$ cat config.mk
export PLATFORM = sky130hd
export DESIGN_NAME = ppgc_top
export DESIGN_NICKNAME = d
export VERILOG_FILES = /design/src/ppgc_pkg.sv /design/src/ppgc_top.sv
export VERILOG_INCLUDE_DIRS = /design/src
export SDC_FILE = /design/constraint.sdc
export NUM_CORES = 1
export LEC_CHECK = 0
export ABC_AREA = 1
export BUFFER_PORTS_ARGS = -buffer_cell sky130_fd_sc_hd__buf_2
export CORE_MARGIN = 10
export CORE_UTILIZATION = 53
export DETAILED_ROUTE_END_ITERATION = 12
export PLACE_DENSITY = 0.81
export SETUP_SLACK_MARGIN = 0.02
export SLEW_MARGIN = 20
export SYNTH_ARGS = -nofsm -noshare
export SYNTH_HDL_FRONTEND = slang
export SYNTH_SLANG_ARGS = --single-unit
$ cat constraint.sdc
create_clock -name CLOCK -period 2.3 [get_ports CLOCK]
set_clock_uncertainty 0.1 [all_clocks]
set_input_delay 0.23 -clock CLOCK [delete_from_list [all_inputs] [get_ports CLOCK]]
set_output_delay 0.23 -clock CLOCK [all_outputs]
set_load 0.02 [all_outputs]
$ cat src/ppgc_defines.svh
// register offsets, field positions, function code, reset and underflow values
`ifndef PPGC_DEFINES_SVH
`define PPGC_DEFINES_SVH
`define PPGC_OFS_CTRL      12'h000
`define PPGC_OFS_STAT      12'h004
`define PPGC_OFS_LOW       12'h008
`define PPGC_OFS_HIGH      12'h00C
`define PPGC_OFS_COUNT     12'h010
`define PPGC_CT_SOFTWARE_TRIGGER       0
`define PPGC_CT_COUNT_ENABLE       1
`define PPGC_CT_ONE_SHOT_SELECT       2
`define PPGC_CT_POL        3
`define PPGC_CT_FMD_LO     4
`define PPGC_CT_CKS_LO     12
`define PPGC_CT_EGS_LO     8
`define PPGC_CT2_COUNT_CLOCK_SELECT_MSB      8
`define PPGC_ST_UDF        0
`define PPGC_ST_TRG        2
`define PPGC_ST_UNDERFLOW_IRQ_ENABLE       4
`define PPGC_ST_TRIGGER_IRQ_ENABLE       6
`define PPGC_FMD_PPG       3'h2
`define PPGC_RST_WORD      16'h0000
`define PPGC_UNDERFLOW     16'h0000
`endif

$ cat src/ppgc_pkg.sv
// shared types of the pulse generator control block
package ppgc_pkg;
  typedef enum logic [1:0] {PH_IDLE, PH_LOW, PH_HIGH} ppgc_phase_t;
  typedef struct packed {
    logic [2:0] function_select;
    logic       output_polarity;
    logic       one_shot_select;
    logic       count_enable;
    logic [2:0] clk_sel_lo;
    logic [1:0] edge_sel;
    logic       count_clock_select_msb;
  } ppgc_ctrl_t;
  typedef struct packed {
    ppgc_ctrl_t  ctrl;
    logic        trigger_irq_enable;
    logic        underflow_irq_enable;
    logic        trigger_flag;
    logic        underflow_flag;
    logic [15:0] low_width_reload;
    logic [15:0] high_width_reload;
    logic [15:0] high_width_buffer;
    logic [15:0] counter_value;
    ppgc_phase_t phase;
    logic [10:0] presc;
    logic [2:0]  trg_sync;
    logic        out_lvl;
    logic        pin;
    logic        irq;
    logic        pready;
    logic [31:0] prdata;
  } ppgc_state_t;
endpackage

$ cat src/ppgc_top.sv
// programmable pulse generator mode of a 16-bit base timer, APB slave
`timescale 1ns/1ns
`include "ppgc_defines.svh"
module ppgc_top
  import ppgc_pkg::*;
(
  // clock and reset
  input  wire logic        CLOCK,
  input  wire logic        NRST,
  // apb slave
  input  wire logic        PSEL,
  input  wire logic        PENABLE,
  input  wire logic        PWRITE,
  input  wire logic [11:0] PADDR,
  input  wire logic [31:0] PWDATA,
  input  wire logic [3:0]  PSTRB,
  output logic             PREADY,
  output logic [31:0]      PRDATA,
  output logic             PSLVERR,
  // pins
  input  wire logic        TRIGGER_IN,
  output logic             PULSE_OUT,
  output logic             IRQ
);
  ppgc_state_t s_r;
  ppgc_state_t s_nxt;

  // divider ratio minus one, from the 4-bit clock select
  function automatic logic [10:0] div_limit(input logic [3:0] cks);
    case (cks)
      4'h0: div_limit = 11'h000;
      4'h1: div_limit = 11'h003;
      4'h2: div_limit = 11'h00F;
      4'h3: div_limit = 11'h07F;
      4'h4: div_limit = 11'h0FF;
      4'h8: div_limit = 11'h1FF;
      4'h9: div_limit = 11'h3FF;
      4'hA: div_limit = 11'h7FF;
      default: div_limit = 11'h000;
    endcase
  endfunction

  logic        acc;
  logic        wr;
  logic        rd;
  logic        tick;
  logic        ext_edge;
  logic        sw_trg;
  logic        stop_wr;
  logic        start;
  logic        udf;
  logic        is_ppg;
  logic [3:0]  cks;
  logic [15:0] wd;

  // ==========================================================
  // bus decode
  always_comb begin
    acc    = PSEL && PENABLE && s_r.pready;
    wr     = acc && PWRITE;
    rd     = PSEL && !PENABLE && !PWRITE;
    wd     = PWDATA[15:0];
    is_ppg = s_r.ctrl.function_select == `PPGC_FMD_PPG;
    cks    = {s_r.ctrl.count_clock_select_msb, s_r.ctrl.clk_sel_lo};
    // external clock codes fall back to the peripheral clock here
    tick   = s_r.presc == div_limit(cks);
    ext_edge = (s_r.ctrl.edge_sel[0] && s_r.trg_sync[1] && !s_r.trg_sync[2])
            || (s_r.ctrl.edge_sel[1] && !s_r.trg_sync[1] && s_r.trg_sync[2]);
    // a control write rewrites the enable, so the trigger needs the new one
    stop_wr = wr && PADDR == `PPGC_OFS_CTRL && PSTRB[0]
              && !PWDATA[`PPGC_CT_COUNT_ENABLE];
    sw_trg = wr && PADDR == `PPGC_OFS_CTRL && PSTRB[0]
             && PWDATA[`PPGC_CT_SOFTWARE_TRIGGER]
             && PWDATA[`PPGC_CT_COUNT_ENABLE];
    // an edge or underflow in the cycle of a stop must not rearm the pulse
    start  = is_ppg && (sw_trg
             || (s_r.ctrl.count_enable && !stop_wr && ext_edge));
    udf    = is_ppg && s_r.ctrl.count_enable && s_r.phase != PH_IDLE
             && !stop_wr
             && tick && s_r.counter_value == `PPGC_UNDERFLOW;
  end

  // ==========================================================
  // next state
  always_comb begin
    s_nxt        = s_r;
    s_nxt.pready = 1'b0;
    s_nxt.trg_sync = {s_r.trg_sync[1:0], TRIGGER_IN};
    if (PSEL && !PENABLE) begin
      s_nxt.pready = 1'b1;
    end
    // read data is prepared in the setup cycle
    if (rd) begin
      case (PADDR)
        `PPGC_OFS_CTRL: s_nxt.prdata = {16'h0000, 1'b0, s_r.ctrl.clk_sel_lo,
                          1'b0, 1'b0, s_r.ctrl.edge_sel, 1'b0,
                          s_r.ctrl.function_select, s_r.ctrl.output_polarity,
                          s_r.ctrl.one_shot_select, s_r.ctrl.count_enable,
                          1'b0};
        `PPGC_OFS_STAT: s_nxt.prdata = {16'h0000, 7'h00,
                          s_r.ctrl.count_clock_select_msb, 1'b0,
                          s_r.trigger_irq_enable, 1'b0,
                          s_r.underflow_irq_enable, 1'b0, s_r.trigger_flag,
                          1'b0, s_r.underflow_flag};
        `PPGC_OFS_LOW:   s_nxt.prdata = {16'h0000, s_r.low_width_reload};
        `PPGC_OFS_HIGH:  s_nxt.prdata = {16'h0000, s_r.high_width_reload};
        `PPGC_OFS_COUNT: s_nxt.prdata = {16'h0000, s_r.counter_value};
        default:         s_nxt.prdata = 32'h0000_0000;
      endcase
    end
    // count clock prescaler restarts while stopped
    if (!s_r.ctrl.count_enable || tick || start) begin
      s_nxt.presc = 11'h000;
    end else begin
      s_nxt.presc = s_r.presc + 11'h001;
    end
    // register writes
    if (wr) begin
      case (PADDR)
        `PPGC_OFS_CTRL: begin
          if (PSTRB[0]) begin
            s_nxt.ctrl.function_select = PWDATA[`PPGC_CT_FMD_LO +: 3];
            s_nxt.ctrl.output_polarity = PWDATA[`PPGC_CT_POL];
            s_nxt.ctrl.one_shot_select = PWDATA[`PPGC_CT_ONE_SHOT_SELECT];
            s_nxt.ctrl.count_enable    = PWDATA[`PPGC_CT_COUNT_ENABLE];
            if (!PWDATA[`PPGC_CT_COUNT_ENABLE]) begin
              s_nxt.phase = PH_IDLE;
            end
          end
          if (PSTRB[1]) begin
            s_nxt.ctrl.clk_sel_lo = PWDATA[`PPGC_CT_CKS_LO +: 3];
            s_nxt.ctrl.edge_sel   = PWDATA[`PPGC_CT_EGS_LO +: 2];
          end
        end
        `PPGC_OFS_STAT: begin
          if (PSTRB[0]) begin
            s_nxt.trigger_irq_enable   = PWDATA[`PPGC_ST_TRIGGER_IRQ_ENABLE];
            s_nxt.underflow_irq_enable = PWDATA[`PPGC_ST_UNDERFLOW_IRQ_ENABLE];
            if (!PWDATA[`PPGC_ST_TRG]) begin
              s_nxt.trigger_flag = 1'b0;
            end
            if (!PWDATA[`PPGC_ST_UDF]) begin
              s_nxt.underflow_flag = 1'b0;
            end
          end
          if (PSTRB[1]) begin
            s_nxt.ctrl.count_clock_select_msb = PWDATA[`PPGC_CT2_COUNT_CLOCK_SELECT_MSB];
          end
        end
        // byte writes to the widths are not meaningful; need both lanes
        `PPGC_OFS_LOW: begin
          if (PSTRB[1:0] == 2'b11) begin
            s_nxt.low_width_reload = wd;
          end
        end
        `PPGC_OFS_HIGH: begin
          if (PSTRB[1:0] == 2'b11) begin
            s_nxt.high_width_reload = wd;
          end
        end
        default: begin
        end
      endcase
    end
    // counting; a start also restarts a running pulse
    if (start) begin
      s_nxt.counter_value     = s_r.low_width_reload;
      s_nxt.high_width_buffer = s_r.high_width_reload;
      s_nxt.phase             = PH_LOW;
      s_nxt.presc             = 11'h000;
    end else if (udf) begin
      case (s_r.phase)
        PH_LOW: begin
          s_nxt.counter_value = s_r.high_width_buffer;
          s_nxt.phase         = PH_HIGH;
        end
        PH_HIGH: begin
          s_nxt.counter_value     = s_r.low_width_reload;
          s_nxt.high_width_buffer = s_r.high_width_reload;
          s_nxt.phase = s_r.ctrl.one_shot_select ? PH_IDLE : PH_LOW;
        end
        default: s_nxt.phase = PH_IDLE;
      endcase
    end else if (tick && s_r.phase != PH_IDLE && s_r.ctrl.count_enable) begin
      s_nxt.counter_value = s_r.counter_value - 16'h0001;
    end
    // hardware set wins over a software clear
    if (start) begin
      s_nxt.trigger_flag = 1'b1;
    end
    if (udf && s_r.phase == PH_HIGH) begin
      s_nxt.underflow_flag = 1'b1;
    end
    s_nxt.out_lvl = s_nxt.phase == PH_HIGH;
    s_nxt.pin     = s_nxt.out_lvl ^ s_nxt.ctrl.output_polarity;
    s_nxt.irq = (s_nxt.trigger_flag && s_nxt.trigger_irq_enable)
             || (s_nxt.underflow_flag && s_nxt.underflow_irq_enable);
  end

  always_ff @(posedge CLOCK or negedge NRST) begin
    if (!NRST) begin
      s_r       <= '0;
      s_r.phase <= PH_IDLE;
    end else begin
      s_r <= s_nxt;
    end
  end

  always_comb begin
    PREADY    = s_r.pready;
    PRDATA    = s_r.prdata;
    PSLVERR   = 1'b0;
    PULSE_OUT = s_r.pin;
    IRQ       = s_r.irq;
  end
endmodule

# [Word level (Yosys, flattened, before mapping)]
# Memory sizes are Yosys's and may differ from the RTL's.
# Index checks and enable logic that the tools add are counted.
[classes] n_addsub=2 eq_ne=11 mux=32 bitwise=1 reduce_logical=52
[ops] operator="16-bit two-way mux" count=8
[ops] operator="16-bit case mux with 5 select lines" count=1
[ops] operator="45-bit two-way mux" count=1
[ops] operator="34-bit two-way mux" count=1
[ops] operator="16-bit case mux with 2 select lines" count=1
[ops] operator="1-bit logical AND" count=27
[ops] operator="12-bit by 4-bit == test with 1-bit output, second input constant" count=2
[ops] operator="11-bit two-way mux" count=2
[ops] operator="16-bit zero test" count=1
[ops] operator="16-bit by 1-bit subtractor with 16-bit output, second input constant" count=1
[ops] operator="3-bit AND reduction" count=5
[ops] operator="12-bit by 3-bit == test with 1-bit output, second input constant" count=1
[ops] operator="12-bit by 5-bit == test with 1-bit output, second input constant" count=1
[ops] operator="12-bit zero test" count=1
[ops] operator="11-bit by 1-bit adder with 11-bit output, second input constant" count=1
[ops] operator="11-bit == test" count=1
[ops] operator="2-bit two-way mux" count=5
[ops] operator="5-bit two-way mux" count=2
[ops] operator="8-bit two-way mux" count=1
[ops] operator="1-bit zero test" count=7
[ops] operator="1-bit two-way mux" count=7
[ops] operator="2-bit == test, second input constant" count=3
[ops] operator="2-bit nonzero test" count=3
[ops] operator="1-bit logical OR" count=5
[ops] operator="other kinds (9)" count=10
[word_totals] reg_bits=131 mem_bits_ro=176 input_bits=54 output_inout_bits=36 n_memories=1
[memory_table] memory="(no name shown)" depth=16 width=11 rd=1 rd_ports_with_merged_regs=0 wr=0 line="ppgc_top.sv:30" text="case (cks)"

# [Depth between registers and ports, before layout]
# Gate-level depths: netlist (run 1).
[logic_depth] depth_word=14 ltp_mapped=18 depth_no_buf=17

# [Worst setup path before layout (run 1)]
# No wires, ideal clock.
[synth_path] kind="register to register" startpoint="reg s_r[52] (netlist name)" endpoint="reg s_r[69] (netlist name)" setup_ps=121 t_arrival_ps=1925 slack_ps=154 stages_incl_launch_ff=15 path_buffers=1 synth_period_minus_slack_ps=2146 cell_sequence="dfrtp_1 > inv_1 > ha_1 > inv_1 > nor2_4 > nand3_2 > nor3_2 > nand2_2 > nor2_8 > nand2_2 > inv_2 > a21oi_4 > buf_4 > nand2_1 > o21ai_1"
[synth_via] elab_chain_cells=4
[synth_lines] item="start: declaration" line="ppgc_top.sv:25" text="ppgc_state_t s_r;"
[synth_lines] item="start signal: assignment" line="ppgc_top.sv:205" text="s_r <= s_nxt;"
[synth_lines] item="16-bit zero test (no line)"
[synth_lines] item="1-bit logical AND (no line)"
[synth_lines] item="2-bit nonzero test (no line)"
[synth_lines] item="2-bit AND reduction (no line)"
# Every way passes these cells.
# A chain may end at the register's enable or synchronous reset.

# [Final worst setup path (run 1)]
[layout_path] startpoint="reg s_r[53] (netlist name)" endpoint="reg s_r[56] (netlist name)"
[layout_via] elab_chain_cells=4 word_cells_on_any_way=9 cone_classes="add/sub (1); eq/ne (1); mux (3); reduce/logical (4)"
[layout_lines] item="16-bit by 1-bit subtractor with 16-bit output / 16-bit zero test (equally long branches)"
[layout_lines] item="16-bit two-way mux / 1-bit logical AND (equally long branches)"
[layout_lines] item="16-bit two-way mux, or another cell as far along" line="ppgc_top.sv:171" text="end else if (udf) begin"
[layout_lines] item="34-bit two-way mux / 2-bit AND reduction (equally long branches)"
# Several ways; a longest one is shown, not always the timed one. The select of a mux whose other input is x is not followed.

==> results.json, run 1 <==
{
  "die_x_um": 131.9,
  "yosysMostFrequentCell": "nand2_1",
  "hold_depth": 3,
  "ctsLongestPathBuffers": 2,
  "num-nets-final": 1062,
  "overflow": 0,
  "drv_slew": 0,
  "worstHoldPathType": "in2reg",
  "core_area_um2": 12110,
  "synthTopCellsByCount": "236 x nand2_1, 115 x dfrtp_1, 114 x inv_1, 84 x o21ai_0",
  "first_global_vias": 6422,
  "grt_setup_unrepaired": "yes",
  "areaGrowthSynthToFinish_pct": 26.31,
  "syn_inst": 879,
  "hold_start": "PWDATA[8]",
  "synth_cell_types": 41,
  "reg2reg_to": "s_r[56]",
  "clockRootBuffer": "clkbuf_16",
  "synth_top_area_frac": 0.4337,
  "crit_path_start_kind": "flop",
  "dpl.hpwl_mm": 13.72,
  "dr.pass1.iters": 6,
  "drtIter0Drc": 780,
  "layout_min_cycle_time_ns": 2.385,
  "avgSynthCellArea_um2": 7.548,
  "cp_data_arrival_time_ns": 2.61,
  "syn_area_um2": 6635,
  "required_ns": 2.52,
  "cts_made_buffers": 17,
  "wl_mm": 20.32,
  "fillers": 965,
  "hold_viol": 0,
  "clk_pin_slew_ns": 0.06,
  "num_rows": 40,
  "track_usage": 0.2292,
  "antenna_found_initial": 0,
  "vias": 6575,
  "placedInstanceArea_um2": 7197,
  "drc": 0,
  "tightest_slew_ns": 0.5381,
  "clkLatencyLatePin_ns": 0.43,
  "gp_congestion": 0.9931,
  "leakage_uw": 0.004168,
  "cts_tree": "built",
  "power_density_nw_per_um2": 591.9,
  "wire_per_inst_um": 17.25,
  "ys_ff_latch": 115,
  "setup_viol": 15,
  "final_layout_size_suffix_gt1_frac": 0.2396,
  "peakVddDrop_uv": 524.3,
  "status": "complete, but fails checks",
  "ant_nets": 0,
  "cts_num_sinks": 115,
  "yosys.area.top_type": "dfrtp_1",
  "die_h_um": 131.9,
  "violations": "setup timing",
  "crit_fanout": 11,
  "fin_area_um2": 8381,
  "grt_max_degree": 71,
  "ys_async_sr_fraction": 1.000,
  "setup_slack_ns": -0.08479,
  "period_share": 1.037,
  "synth_edf_count": 0,
  "end_kind": "flop",
  "grt_pass1_wl_mm": 32.22,
  "reg2regPathDepth": 15,
  "routed_via_density": 5.581,
  "ioPinCount": 90,
  "portBuffers": 54,
  "initial_core_util": 0.5478,
  "synthTopCellsByArea": "dfrtp_1 43%, nand2_1 13%, inv_1 6.4%",
  "dieArea_um2": 17400,
  "r2r_start": "s_r[53]",
  "antenna-diode-count": 0,
  "ys_warn_count": 0,
  "fin_setup_tns_ns": -0.7633,
  "maxSlewHeadroom": 0.6391,
  "ys.flop_type": "dfrtp_1",
  "synth-seq-area-share": 0.4337,
  "hold-path-endpoint": "cks[3]",
  "htree_num_levels": 4,
  "ff2ff_setup_slack_ns": -0.08,
  "critical_path_class": "reg2reg",
  "max_cap_viol_count": 0,
  "fmax_mhz": 419.3
}
worst max-delay path, stage by stage (launching register included):
cell     delay [ns]
dfrtp_1        0.40
inv_2          0.07
ha_2           0.18
inv_1          0.07
nor2_4         0.11
nand3_4        0.10
nor3_4         0.21
nand2_2        0.12
nor2_8         0.13
buf_6          0.14
nand4_1        0.17
nand2_4        0.17
buf_12         0.12
inv_8          0.05
nand2_1        0.08
nand2_1        0.05
registers in the layout, indices dropped and copies added (netlist names):
name       cells
IRQ            1
cks            4
PULSE_OUT      1
PRDATA        16
PREADY         1
s_r           90
s_nxt          2
what timing repair did:
action                                 4_1_cts  5_1_grt
hold buffers                                14        0
pin swaps                                   15       12
resized for setup                           28       45
endpoints found under the hold margin      137        0
setup buffers                                9       15
gates cloned                                 3        1
setup endpoints to repair                   33       43
area by class of cell:
type                       instances  area [µm²]  area share
sequential                       115        2882      0.3438
tap                              168       210.2     0.02508
multi-input combinational        605        3189      0.3806
clock buffer                      20       456.7     0.05449
inverter                         120       460.4     0.05494
clock inverter                    11       126.4     0.01508
timing repair buffer             139        1056      0.1260
cells in the final DEF (no fill, tap or decap), drive strengths merged:
| master | n |
|---|---|
| nand3 | 58 |
| buf | 125 |
| o211ai | 2 |
| nand2 | 247 |
| conb | 17 |
| a221oi | 1 |
| dlygate4sd3 | 14 |
| nor3b | 1 |
| xor2 | 11 |
| o21ai | 107 |
| a211oi | 3 |
| o221ai | 3 |
| clkbuf | 20 |
| nor4 | 3 |
| nor2 | 63 |
| ha | 10 |
| dfrtp | 115 |
| a2bb2oi | 1 |
| clkinvlp | 4 |
| a21oi | 18 |
| nand4 | 14 |
| inv | 123 |
| o31ai | 1 |
| nor3 | 15 |
| bufinv | 2 |
| o22ai | 19 |
| nand3b | 7 |
| clkinv | 2 |
| or2 | 3 |
| a22o | 1 |
per-stage QoR:
stage | instances | hold WS (ns) | setup slack [ns] | util | power (µW)
final | 1178 | 0.01384 | -0.08479 | 0.6919 | 4960
after global routing | 1178 | 0.03920 | -0.1715 | 0.6919 | 5117
after CTS | 1166 | 0.008905 | -0.03123 | 0.6735 | 4981
after detailed placement | 1109 | 0.003065 | -0.2094 | 0.5942 | 2348
after global placement | 1109 | 0.001231 | -0.09633 | 0.5942 | 2343
after floorplan | 895 | -0.1656 | 0.1544 | - | 2254
routing by layer:
metal	up-vias	part of all wire	routed length (µm)	track usage
met1	3049	0.39	7881	0.2821
met5	-	0	0	0
met4	0	0.048	966	0.1434
met2	408	0.45	9232	0.3484
li1	3037	-	-	-
met3	81	0.11	2243	0.06288
logic make-up after synthesis:
group           Yosys count  share of synthesized area
other cells               1                  0.0005652
xor+xnor                 11                    0.01452
flops                   115                     0.4337
buf+inv                 178                     0.1292
simple gates            410                     0.2738
fa+ha+maj                10                    0.01886
compound gates          154                     0.1294
power breakdown:
group,switching [µW],total (µW),internal [µW]
clock network,974,2620,1650
registers,28.8,2090,2060
logic,162,254,92.3
how the worst max path moves through the flow:
stage / start / endpoint / cells past startpoint
finish: s_r[53] / s_r[56] / 15
global route: s_r[53] / s_r[60] / 15
CTS: cks[0] / s_r[60] / 15
detailed placement: cks[0] / s_r[83] / 12
global placement: cks[0] / s_r[73] / 12
floorplan: s_r[52] / s_r[69] / 14
Power figures use the tool's default switching activity.
==> inputs of run 2 (changes only) <==
- CORE_UTILIZATION: 53 -> 55
- clock period: 2.3 -> 3.03 ns (I/O delays scaled with it)
==> run 2 against run 1 <==
Effect of this change:
- the flow now finishes without violations
- sequential share of layout area up 3.8 points
- die area down 3.1%
- via count down 7.9%
- critical path type unchanged
- largest cell class unchanged
- largest power group unchanged
==> results.json, run 2 (synthesized netlist as in run 1, its figures left out) <==
{
  "status": "completed",
  "hold-path-endpoint": "PREADY",
  "worstHoldPathType": "in2reg",
  "dr.pass1.iters": 5,
  "max_cap_viol_count": 0,
  "ant_nets": 0,
  "period_share": 0.9082,
  "cts_tree": "built",
  "maxSlewHeadroom": 0.4149,
  "tightest_slew_ns": 0.8710,
  "cts_num_sinks": 115,
  "ff2ff_setup_slack_ns": 0.28,
  "fmax_mhz": 363.4,
  "drc": 0,
  "num_rows": 40,
  "num-nets-final": 996,
  "dieArea_um2": 16860,
  "leakage_uw": 0.003783,
  "grt_setup_unrepaired": "no",
  "end_kind": "flop",
  "initial_core_util": 0.5570,
  "grt_max_degree": 41,
  "crit_fanout": 12,
  "areaGrowthSynthToFinish_pct": 13.63,
  "track_usage": 0.2271,
  "final_layout_size_suffix_gt1_frac": 0.1460,
  "hold_depth": 3,
  "largest_reg_flops": 90,
  "setup_viol": 0,
  "dpl.hpwl_mm": 13.36,
  "power_density_nw_per_um2": 506.7,
  "die_h_um": 129.8,
  "cp_data_arrival_time_ns": 2.97,
  "clockRootBuffer": "clkbuf_16",
  "drv_slew": 0,
  "max_stage_delay_ns": 0.51,
  "final_common_cell": "nand2_1",
  "dr_wl_met2_mm": 8.497,
  "hold_viol": 0,
  "wire_per_inst_um": 17.10,
  "highest_layer": "met4",
  "r2r_start": "cks[1]",
  "drtIter0Drc": 726,
  "first_global_vias": 6015,
  "core_area_um2": 11910,
  "layout_min_cycle_time_ns": 2.752,
  "peakVddDrop_uv": 505.5,
  "ioPinCount": 90,
  "clk_pin_slew_ns": 0.06,
  "reg2reg_to": "s_r[65]",
  "reg2regPathDepth": 15,
  "wl_mm": 18.67,
  "dr_wl_met3_mm": 1.573,
  "critical_path_class": "reg2reg",
  "htree_num_levels": 4,
  "required_ns": 3.24,
  "crit_path_start_kind": "flop",
  "routed_via_density": 5.548,
  "overflow": 0,
  "crit_chain": "inv_1 > ha_1 > nand3_1 > nand2_1 > nand2_1 > inv_1 > nor2_1 > nand3_1 > nor2_2 > buf_4 > nand4_1 > nand2_4 > inv_2 > nand2_1 > nand2_1",
  "hold_start": "PSEL",
  "cpMostUsedCell": "nand2_1",
  "portBuffers": 54,
  "wl_met1_mm": 7.910,
  "gp_congestion": 0.9800,
  "vias": 6058,
  "die_x_um": 129.8,
  "antenna_found_initial": 0,
  "ctsLongestPathBuffers": 2,
  "antenna-diode-count": 0,
  "final_cell_mix": "236 x nand2_1, 115 x dfrtp_1, 114 x inv_1, 84 x o21ai_0",
  "cp_slowest_cell": "dfrtp_1",
  "clkLatencyLatePin_ns": 0.43,
  "grt_pass1_wl_mm": 29.84,
  "fin_setup_tns_ns": 0,
  "largest_register": "s_r",
  "fin_hold_ws_ns": 0.02008,
  "cts_setup_buffers": 0,
  "cts_made_buffers": 17
}
run 2: cell types whose count changed in the layout (fill, tap and decap cells not counted), moves of 6 or more:
cell	change
dlygate4sd3_1	-11
nand2_2	-20
buf_4	-40
buf_12	-7
nand2_1	+22
buf_6	-6
run 2: layout make-up:
type                    instances  area [µm²]
multi-input cells             603        2982
clock buffers                  19       432.9
inverters                     120       450.4
repair buffers                 75       437.9
well taps                     147       183.9
flip-flops and latches        115        2878
clock inverters                13       175.2
fillers                      1046        4372
run 2: what timing repair did:
| item | CTS | global route |
|---|---|---|
| endpoints found under the hold margin | 39 | 0 |
| setup endpoints to repair | 0 | 25 |
| hold buffers | 3 | 0 |
| resized for setup | 0 | 2 |
run 2: worst max-delay path, delay by kind of cell (launching register included):
family / cells / cell delay, ns
fa+ha+maj: 1 / 0.33
flops: 1 / 0.51
simple gates: 10 / 1.18
buf+inv: 4 / 0.52
run 2: worst max-delay path by stage:
stage	cells past startpoint	slack (ns)	endpoint	from
after floorplan	14	0.88	s_r[69]	s_r[52]
after global placement	12	0.35	s_r[77]	cks[1]
after detailed placement	15	0.28	s_r[64]	cks[1]
after CTS	13	0.22	s_r[68]	cks[1]
after global routing	15	0.02	s_r[64]	cks[1]
final	15	0.28	s_r[65]	cks[1]
run 2: metrics by stage:
| stage | utilization | setup WS (ns) | total power, µW | cell area, µm² | instances |
|---|---|---|---|---|---|
| 2_1_floorplan | - | 0.8844 | 1711 | 6695 | 895 |
| 3_3_place_gp | 0.5776 | 0.3494 | 1772 | 6880 | 1056 |
| 3_5_place_dp | 0.5776 | 0.2839 | 1779 | 6880 | 1056 |
| 4_1_cts | 0.6312 | 0.2234 | 3842 | 7518 | 1091 |
| 5_1_grt | 0.6330 | 0.02207 | 3925 | 7540 | 1092 |
| 6_report | 0.6330 | 0.2783 | 3821 | 7540 | 1092 |
run 2: report_power, final:
part           internal (µW)  switching, µW
Sequential              1560           24.3
Combinational           54.7            116
Clock                   1300            760
run 2: layer usage:
layer,up-vias,track usage
met4,0,0.1210
met2,319,0.3524
met1,2782,0.2924
met5,-,0
met3,60,0.04787
li1,2897,-
==> inputs of run 3 (changes only) <==
- REMOVE_ABC_BUFFERS: unset -> 1
==> run 3 against run 2 <==
Effect of this change:
- register-to-register slack got worse by 0.03 ns
- global-route usage fell by 0.73 points
- sequential power about the same
- cell count increased by 0.18%
- worst hold slack better by 0.0069 ns
- critical path depth unchanged
- largest power group unchanged
- highest routed layer unchanged
==> results.json, run 3 (synthesized netlist as in run 1, its figures left out) <==
{
  "hold_start": "PSEL",
  "track_usage": 0.2198,
  "cts_tree": "built",
  "maxSlewHeadroom": 0.5089,
  "leakage_uw": 0.003791,
  "dp_cells": 1058,
  "power_density_nw_per_um2": 498.9,
  "status": "completed",
  "crit_path_start_kind": "flop",
  "setup_slack_ns": 0.2486,
  "cts_num_sinks": 115,
  "required_ns": 3.29,
  "dr_wl_met2_mm": 8.485,
  "vias": 6114,
  "crit_fanout": 11,
  "highest_layer": "met4",
  "antenna_found_initial": 0,
  "final_cells": 1094,
  "htree_num_levels": 4,
  "hold_viol": 0,
  "gp_congestion": 1.013,
  "grt_setup_unrepaired": "no",
  "cpMostUsedCell": "nand2_1",
  "core_area_um2": 11910,
  "die_h_um": 129.8,
  "num_rows": 40,
  "wl_met1_mm": 7.482,
  "final_common_cell": "nand2_1",
  "overflow": 0,
  "final_layout_size_suffix_gt1_frac": 0.1468,
  "wire_per_inst_um": 16.45,
  "initial_core_util": 0.5570,
  "cts_made_buffers": 17,
  "fin_setup_tns_ns": 0,
  "multi_input_area_um2": 2977,
  "critical_path_class": "reg2reg",
  "largest_reg_flops": 90,
  "clkLatencyLatePin_ns": 0.42,
  "areaGrowthSynthToFinish_pct": 13.63,
  "setup_viol": 0,
  "hold-path-endpoint": "PREADY",
  "dieArea_um2": 16860,
  "cp_slowest_cell": "dfrtp_1",
  "reg2reg_to": "s_r[54]",
  "ioPinCount": 90,
  "dr.pass1.iters": 6,
  "hold_depth": 3,
  "num-nets-final": 998,
  "peakVddDrop_uv": 362.7,
  "ctsLongestPathBuffers": 2,
  "drv_slew": 0,
  "wl_mm": 18.00,
  "clk_pin_slew_ns": 0.05,
  "place_ws_ns": 0.2467,
  "grt_max_degree": 57,
  "ff_latch_area_um2": 2878,
  "dr_wl_met3_mm": 1.364,
  "clockRootBuffer": "clkbuf_16",
  "tightest_slew_ns": 0.7358,
  "crit_chain": "inv_1 > ha_1 > nand3_1 > nand2_1 > nand2_1 > inv_1 > nor2_1 > nand3_1 > nor2_2 > nand2_2 > nand3_2 > nand2_2 > inv_2 > nand2_1 > nand2_1",
  "portBuffers": 54,
  "final_cell_mix": "236 x nand2_1, 115 x dfrtp_1, 114 x inv_1, 84 x o21ai_0",
  "routed_via_density": 5.589,
  "period_share": 0.9179,
  "drtIter0Drc": 721,
  "totalPowerFinal_uw": 3761,
  "layout_min_cycle_time_ns": 2.781,
  "ant_nets": 0,
  "fmax_mhz": 359.5,
  "end_kind": "flop",
  "dpl.hpwl_mm": 12.43,
  "reg2regPathDepth": 15,
  "drc": 0,
  "worstHoldPathType": "in2reg",
  "largest_register": "s_r",
  "max_cap_viol_count": 0,
  "ff2ff_setup_slack_ns": 0.25,
  "fillers": 1034,
  "first_global_vias": 6023,
  "antenna-diode-count": 0,
  "cp_data_arrival_time_ns": 3.04,
  "r2r_start": "cks[1]",
  "die_x_um": 129.8,
  "max_stage_delay_ns": 0.49,
  "grt_pass1_wl_mm": 29.42
}
-- run 3: cell count changes in the layout (fill, tap and decap cells not counted), sizes merged --
| cell | delta |
|---|---|
| inv | -3 |
| clkbuf | +2 |
| clkinv | +1 |
| buf | +2 |
-- run 3: worst max path at each step --
stage | startpoint | endpoint | slack, ns | depth (start not counted)
2_1_floorplan | PREADY | s_r[68] | 0.53 | 12
3_3_place_gp | cks[1] | s_r[77] | 0.36 | 12
3_5_place_dp | cks[1] | s_r[74] | 0.25 | 12
4_1_cts | cks[1] | s_r[68] | 0.13 | 12
5_1_grt | cks[1] | s_r[54] | 0.07 | 15
6_report | cks[1] | s_r[54] | 0.25 | 15
-- run 3: cell type report --
class                           instances  share of cell area
Multi-Input combinational cell        603              0.3948
Sequential cell                       115              0.3817
Timing Repair Buffer                   77             0.06173
Clock buffer                           21             0.05974
Inverter                              120             0.05974
Tap cell                              147             0.02439
Clock inverter                         11             0.01792
-- run 3: stage by stage --
| stage | util | hold WS [ns] | cell area, µm² |
|---|---|---|---|
| 6_report | 0.6330 | 0.02698 | 7540 |
| 5_1_grt | 0.6330 | 0.03825 | 7540 |
| 2_1_floorplan | - | -0.09259 | 6289 |
| 3_5_place_dp | 0.5799 | 0.1869 | 6908 |
| 3_3_place_gp | 0.5799 | 0.1873 | 6908 |
| 4_1_cts | 0.6316 | 0.01221 | 7523 |
-- run 3: layer usage --
| metal | vias to the layer above | global-route usage |
|---|---|---|
| met4 | 0 | 0.1270 |
| met2 | 302 | 0.3491 |
| met5 | - | 0 |
| met1 | 2853 | 0.2716 |
| li1 | 2908 | - |
| met3 | 51 | 0.04828 |
-- run 3: timing repair --
item / CTS / global route
gates resized for setup: 0 / 1
endpoints found under the setup margin: 0 / 15
hold endpoints to repair: 34 / 0
setup buffers: 0 / 0
hold buffers: 3 / 0
-- run 3: worst max-delay path: cells and delay by family, from the launching register on --
| family | cells | cell delay (ns) |
|---|---|---|
| fa+ha+maj | 1 | 0.32 |
| buf+inv | 3 | 0.41 |
| simple gates | 11 | 1.38 |
| flops | 1 | 0.49 |
-- run 3: power by group --
part	total [µW]	switching, µW	internal (µW)	leakage (µW)
clock network	2010	704	1300	0.000286
registers	1580	22.6	1560	0.00152
logic	171	115	56.2	0.00199
total	3760	841	2920	0.00379
